### src/sram_cycle_params.svh
// Constants for the burst SRAM cycle-control block
`ifndef SRAM_CYCLE_PARAMS_SVH
`define SRAM_CYCLE_PARAMS_SVH
`define SRAM_ADDR_W 17
`define SRAM_DATA_W 32
`define SRAM_LANES 4
`define SRAM_LO_W 2
`define SRAM_SYNC_W 3
`define SRAM_LANE_NONE 4'h0
`define SRAM_LANE_ALL 4'hF
`define SRAM_STEP_ZERO 2'h0
`define SRAM_STEP_ONE 2'h1
`endif

### src/sram_cycle_pkg.sv
// Types for the burst SRAM cycle-control block
`include "sram_cycle_params.svh"
package sram_cycle_pkg;
  typedef enum logic [4:0] {
    OP_DESELECT = 5'h01,
    OP_BEGIN_READ = 5'h02,
    OP_BEGIN_EXT = 5'h04,
    OP_CONTINUE = 5'h08,
    OP_SUSPEND = 5'h10
  } op_t;

  typedef struct packed {
    logic select_primary_n;
    logic select_expand_hi;
    logic select_expand_lo_n;
    logic strobe_processor_n;
    logic strobe_controller_n;
    logic burst_advance_n;
    logic write_all_lanes_n;
    logic byte_write_gate_n;
    logic lane_d_write_n;
    logic lane_c_write_n;
    logic lane_b_write_n;
    logic lane_a_write_n;
    logic [`SRAM_ADDR_W-1:0] addr;
  } bus_in_t;

  typedef struct packed {
    logic [`SRAM_ADDR_W-1:0] addr;
    logic [`SRAM_LANES-1:0] lane_we;
    logic [`SRAM_DATA_W-1:0] wdata;
  } core_req_t;

  typedef struct packed {
    logic [`SRAM_SYNC_W-1:0] sleep_sync;
    logic [`SRAM_SYNC_W-1:0] mode_sync;
    logic asleep;
    logic interleave;
    logic active;
    logic [`SRAM_ADDR_W-1:0] base_addr;
    logic [`SRAM_LO_W-1:0] step;
    logic rd;
    logic out_valid;
    logic [`SRAM_DATA_W-1:0] out_data;
    core_req_t core;
  } state_t;
endpackage

### src/sram_cycle_ctrl.sv
// Cycle control for a pipelined single-cycle-deselect burst SRAM
`timescale 1ns/100ps
`default_nettype none
`include "sram_cycle_params.svh"

// Operation
// - Deselect on listed select/strobe combinations; no access, pins undriven.
// - Processor strobe with all selects starts a read burst, ignoring writes.
// - Controller strobe alone with selects starts burst; write if qualified low.
// - Writes only after processor-strobe cycle or with controller-strobe start.
// - Strobes idle and advance low steps burst to next address.
// - Strobes idle and advance high repeats current address.
// - Every write cycle captures data pins at the clock rise.
// - Qualified write low on global write, or gate with any lane enable.
// - Global write writes all lanes; else gated lanes selected individually.
// - Data pin drive follows current cycle's operation and output enable.
// - Output enable acts combinationally, never sampled.
// - Output enable is masked during write cycles; pins stay undriven.
// - Reads drive all bits when enable low; undriven if high or deselected.
// - Sleep input enters low power, abandons accesses, keeps data, releases pins.
// - Read data appears on pins after the clock rise following address.
// - After deselect, outputs drive one more cycle, release after next rise.
module sram_cycle_ctrl (
  // Clock and reset
  input wire logic ref_clk,
  input wire logic arst_n,
  // Synchronous bus from the master
  input wire sram_cycle_pkg::bus_in_t bus,
  // Asynchronous controls
  input wire logic output_enable_n,
  input wire logic sleep_request,
  input wire logic burst_mode,
  // Shared data pins
  input wire logic [`SRAM_DATA_W-1:0] dq_in,
  output logic [`SRAM_DATA_W-1:0] dq_out,
  output logic dq_oe,
  // Memory core
  output var sram_cycle_pkg::core_req_t core_req,
  input wire logic [`SRAM_DATA_W-1:0] core_rdata,
  // Status
  output logic sleep_active
);
  import sram_cycle_pkg::*;

  state_t st_ff;
  state_t nxt_st;
  op_t op;
  logic qual_write_n;
  logic [`SRAM_LANES-1:0] lanes;

  // Low address bits of a burst for the given step
  function automatic logic [`SRAM_LO_W-1:0] burst_lo(
    input logic [`SRAM_LO_W-1:0] base,
    input logic [`SRAM_LO_W-1:0] step,
    input logic interleave
  );
    if (interleave) begin
      burst_lo = base ^ step;
    end else begin
      burst_lo = base + step;
    end
  endfunction

  // Picks this cycle's operation from selects and strobes
  function automatic op_t decode_op(
    input bus_in_t b,
    input logic active
  );
    logic sel_all;
    sel_all = !b.select_primary_n && b.select_expand_hi
      && !b.select_expand_lo_n;
    if (!b.strobe_processor_n && !b.select_primary_n) begin
      decode_op = sel_all ? OP_BEGIN_READ : OP_DESELECT;
    end else if (!b.strobe_controller_n) begin
      decode_op = sel_all ? OP_BEGIN_EXT : OP_DESELECT;
    end else if (!active) begin
      decode_op = OP_DESELECT;
    end else if (!b.burst_advance_n) begin
      decode_op = OP_CONTINUE;
    end else begin
      decode_op = OP_SUSPEND;
    end
  endfunction

  // Qualified write and byte lanes, lane A in bit 0
  assign qual_write_n = !(!bus.write_all_lanes_n || (!bus.byte_write_gate_n
    && !(&{bus.lane_d_write_n, bus.lane_c_write_n, bus.lane_b_write_n,
    bus.lane_a_write_n})));
  always_comb begin
    if (!bus.write_all_lanes_n) begin
      lanes = `SRAM_LANE_ALL;
    end else if (!bus.byte_write_gate_n) begin
      lanes = ~{bus.lane_d_write_n, bus.lane_c_write_n,
        bus.lane_b_write_n, bus.lane_a_write_n};
    end else begin
      lanes = `SRAM_LANE_NONE;
    end
  end

  assign op = decode_op(bus, st_ff.active);

  always_comb begin
    nxt_st = st_ff;
    // Three-stage synchronisers; level taken when last two agree
    nxt_st.sleep_sync = {st_ff.sleep_sync[`SRAM_SYNC_W-2:0], sleep_request};
    nxt_st.mode_sync = {st_ff.mode_sync[`SRAM_SYNC_W-2:0], burst_mode};
    if (st_ff.sleep_sync[`SRAM_SYNC_W-1] == st_ff.sleep_sync[`SRAM_SYNC_W-2])
      begin
      nxt_st.asleep = st_ff.sleep_sync[`SRAM_SYNC_W-1];
    end
    if (st_ff.mode_sync[`SRAM_SYNC_W-1] == st_ff.mode_sync[`SRAM_SYNC_W-2])
      begin
      nxt_st.interleave = st_ff.mode_sync[`SRAM_SYNC_W-1];
    end
    // Output register stage
    nxt_st.out_valid = st_ff.rd;
    if (st_ff.rd) begin
      nxt_st.out_data = core_rdata;
    end
    nxt_st.rd = 1'b0;
    nxt_st.core.lane_we = `SRAM_LANE_NONE;
    case (op)
      OP_DESELECT: begin
        nxt_st.active = 1'b0;
      end
      OP_BEGIN_READ: begin
        nxt_st.active = 1'b1;
        nxt_st.base_addr = bus.addr;
        nxt_st.step = `SRAM_STEP_ZERO;
        nxt_st.core.addr = bus.addr;
        nxt_st.rd = 1'b1;
      end
      OP_BEGIN_EXT: begin
        nxt_st.active = 1'b1;
        nxt_st.base_addr = bus.addr;
        nxt_st.step = `SRAM_STEP_ZERO;
        nxt_st.core.addr = bus.addr;
        nxt_st.rd = qual_write_n;
      end
      OP_CONTINUE: begin
        nxt_st.step = st_ff.step + `SRAM_STEP_ONE;
        nxt_st.core.addr = {st_ff.base_addr[`SRAM_ADDR_W-1:`SRAM_LO_W],
          burst_lo(st_ff.base_addr[`SRAM_LO_W-1:0], nxt_st.step,
          st_ff.interleave)};
        nxt_st.rd = qual_write_n;
      end
      OP_SUSPEND: begin
        nxt_st.core.addr = {st_ff.base_addr[`SRAM_ADDR_W-1:`SRAM_LO_W],
          burst_lo(st_ff.base_addr[`SRAM_LO_W-1:0], st_ff.step,
          st_ff.interleave)};
        nxt_st.rd = qual_write_n;
      end
      default: begin
        nxt_st.active = 1'b0;
      end
    endcase
    // Write cycles capture the data pins at this rise
    if (op != OP_DESELECT && op != OP_BEGIN_READ && !qual_write_n) begin
      nxt_st.core.lane_we = lanes;
      nxt_st.core.wdata = dq_in;
    end
    // Sleep abandons pending accesses from the entry edge on
    if (nxt_st.asleep) begin
      nxt_st.active = 1'b0;
      nxt_st.rd = 1'b0;
      nxt_st.out_valid = 1'b0;
      nxt_st.core.lane_we = `SRAM_LANE_NONE;
    end
  end

  always_ff @(posedge ref_clk or negedge arst_n) begin
    if (!arst_n) begin
      st_ff <= '0;
    end else begin
      st_ff <= nxt_st;
    end
  end

  assign dq_out = st_ff.out_data;
  assign dq_oe = st_ff.out_valid && !output_enable_n
    && (st_ff.core.lane_we == `SRAM_LANE_NONE) && !st_ff.asleep;
  assign core_req = st_ff.core;
  assign sleep_active = st_ff.asleep;
endmodule
`default_nettype wire

### config.mk
export PLATFORM = sky130hd
export DESIGN_NAME = sram_cycle_ctrl
export DESIGN_NICKNAME = d
export VERILOG_FILES = /design/src/sram_cycle_pkg.sv /design/src/sram_cycle_ctrl.sv
export VERILOG_INCLUDE_DIRS = /design/src
export SDC_FILE = /design/constraint.sdc
export NUM_CORES = 1
export LEC_CHECK = 0
export BUFFER_PORTS_ARGS = -buffer_cell sky130_fd_sc_hd__buf_2
export CAP_MARGIN = 10
export CORE_ASPECT_RATIO = 0.9
export CORE_MARGIN = 2
export CORE_UTILIZATION = 38
export DETAILED_ROUTE_END_ITERATION = 8
export GPL_TIMING_DRIVEN = 1
export PLACE_DENSITY_LB_ADDON = 0.2
export SLEW_MARGIN = 20
export SYNTH_ARGS = -nofsm -noshare
export SYNTH_HDL_FRONTEND = slang
export SYNTH_SLANG_ARGS = --single-unit
### constraint.sdc
create_clock -name ref_clk -period 3.5 [get_ports ref_clk]
set_clock_uncertainty 0.2 [all_clocks]
set_input_delay 0.7 -clock ref_clk [delete_from_list [all_inputs] [get_ports ref_clk]]
set_output_delay 0.7 -clock ref_clk [all_outputs]
set_load 0.1 [all_outputs]
==> metrics.cfg <==
[sta]
hold_violations=0
period_needed_ns=2.55
final.period_utilization=0.730
rsz0062_at_grt=false
worst-slew-pin-transition_ns=0.919
max_freq_mhz=392
setup_viol=0
tns_ns=0
slew_headroom=0.387
maxSlewViolCount=0

[drt]
vias_per_cell=4.55
vias=3236
dr.pass1.iters=4
wl_mm=10.0
route.detailed.wl_per_inst_um=14.1
ant_nets=0
dr.first_iter.drc_count=106
route.detailed.drc=0

[placement]
portBuffers=184
gp_congestion=0.732
placed_cells=682
placed_cell_area_mm2=0.00557
dp_hpwl_mm=6.98

[cts]
clock_sinks=115
clk_pin_slew_ns=0.05
cts_tree=yes
clock_latency_ns=0.42
cts.hold.buffers_added=0
ctsResizeCount=0
cts_setup_buffers=0
clockBufferDepth=2
h-tree-depth=4
numCtsBuffers=17
ctsRootBufferMaster=clkbuf_16

[global_routing]
grt_pass1_vias=3266
grt_max_degree=72
overflow=0
grt_pass1_wl_mm=16.2
antenna_found_initial=0
grt_usage=0.148

[floorplanning]
start_util=0.385
fp.dieH_um=114
core_area_mm2=0.0132
rows=40
die_w_um=126
num_io_pins=185
die_area_mm2=0.0143

[pwr]
fin_total_pwr_w=0.00632
peakVddDrop_mv=0.378
power_density_mw_per_mm2=1030
cellLeakagePower_nw=3.18

[yosys]
synth_most_common_cell=dfrtp_1
avgSynthCellArea_um2=12.0
netlist_area_mm2=0.00509
ys_ff_latch=115
synth_area_leaders=dfrtp_1 57%, mux2_2 14%, buf_4 13%
synth_flop_cell=dfrtp_1
ys_types=35
synth-edff-count=0
yosysSeqAreaShare=0.566
syn-num-nets=524
syn_inst=424
synth_top_area_share=0.566
yosys_warnings=0
yosys.area.top_type=dfrtp_1
yosys-top-cells-count=115 x dfrtp_1, 85 x buf_4, 71 x nand2_1
ys_async_sr_fraction=1.00

[critical_path]
path_max_fanout=2
reg2reg_slack_ns=1.76
crit_type=reg2out
timing.rr.end=core_req[37]$_DFFE_PN0P_
end_kind=output port
slowest_delay_ns=0.42
arrival_ns=1.65
critPathSlowestCell=buf_2
r2r.worst_path.cells=6
crit_chain=nor4_1, and3_1, buf_2
cp-startpoint=core_req[33]$_DFF_PN0_
required_ns=2.60
cp.depth=3
cp_num_buf_inv=1
critical-path-top-delay-family=simple AND/OR/NAND/NOR gates
start_kind=register
endpoint=dq_oe
r2r-start=st_ff[87]$_DFFE_PN0P_

[cells_and_area]
fin_area_mm2=0.00616
diodes=0
synthToLayoutAreaGrowth_pct=21.1
final_nets=633
fin_cells=711
drive_gt1_frac=0.525

[status]
outcome=completed

[worst_hold_path]
hold_class=in2async

[job]
cap_violations=0

==> worst min path at each step <==
stage / to / depth (start not counted) / start
after floorplan: nxt_st[111]$_DFF_PN0_ / 0 / nxt_st[110]$_DFF_PN0_
after global placement: nxt_st[111]$_DFF_PN0_ / 0 / nxt_st[110]$_DFF_PN0_
after detailed placement: nxt_st[114]$_DFF_PN0_ / 0 / nxt_st[113]$_DFF_PN0_
after CTS: core_req[21]$_DFFE_PN0P_ / 1 / arst_n
after global routing: core_req[17]$_DFFE_PN0P_ / 1 / arst_n
final: core_req[21]$_DFFE_PN0P_ / 1 / arst_n
==> cell type report <==
| type | count | area [um2] |
|---|---|---|
| Fill cell | 1238 | 7050 |
| Clock inverter | 5 | 100 |
| Inverter | 2 | 7.51 |
| Sequential cell | 115 | 2880 |
| Tap cell | 168 | 210 |
| Clock buffer | 24 | 492 |
| Timing Repair Buffer | 190 | 981 |
| Multi-Input combinational cell | 207 | 1490 |
==> kinds of logic (layout without fill, tap and decap cells) <==
group	Yosys count	after routing	share of synthesized area
compound gates	29	29	0.0435
mux	67	67	0.148
xor+xnor	4	4	0.00689
flops	115	115	0.566
simple gates	103	103	0.0848
fa+ha+maj	4	4	0.00885
buf+inv	102	221	0.143
==> worst register-to-register path: cells and delay by family (launching register included) <==
family                     cells  cell delay (ns)
muxes                          1             0.09
buffers and inverters          1             0.08
adders and majority gates      1             0.21
AOI/OAI and AO/OA              1             0.28
xor gates and xnor gates       1             0.16
and+or+nand+nor                1             0.14
DFF                            1             0.46
==> state kept, by name (all words and copies together), names as in the netlist <==
name          cells
sleep_active      1
st_ff            25
nxt_st            4
dq_out           32
core_req         53
==> cells in the final DEF, fill, tap and decap left out, types with 2 or more instances in the layout <==
| master | count |
|---|---|
| buf_4 | 6 |
| mux2_2 | 63 |
| clkinv_2 | 2 |
| nor2b_1 | 2 |
| dfrtp_1 | 115 |
| nor2_1 | 18 |
| buf_2 | 183 |
| clkbuf_16 | 17 |
| o21ai_0 | 5 |
| xor2_1 | 2 |
| clkbuf_8 | 4 |
| xnor2_1 | 2 |
| mux2i_1 | 3 |
| nand2_1 | 71 |
| and2_1 | 5 |
| a31oi_1 | 16 |
| inv_1 | 2 |
| maj3_1 | 2 |
| clkbuf_1 | 3 |
| ha_1 | 2 |
| bufinv_16 | 3 |
==> power breakdown <==
part	internal (W)	switching, W	total, W
Clock	0.00118	0.000560	0.00174
Sequential	0.00165	0.000152	0.00180
Combinational	0.000448	0.00234	0.00279
==> per-stage QoR <==
step                       util  hold slack, ns  setup WS [ns]
final                     0.466          0.0858          0.946
after CTS                 0.466          0.0946          0.898
after global placement    0.421           0.132          0.859
after floorplan               -           0.131          0.880
after global routing      0.466           0.114          0.814
after detailed placement  0.421           0.137          0.826
==> per-layer routing <==
| metal | up-vias | track usage | part of all wire |
|---|---|---|---|
| met5 | - | 0 | 0 |
| met4 | 0 | 0.0659 | 0.018 |
| met3 | 18 | 0.0671 | 0.083 |
| met2 | 120 | 0.233 | 0.48 |
| met1 | 1560 | 0.176 | 0.42 |
| li1 | 1538 | - | - |
(Power assumes the default switching activity.)
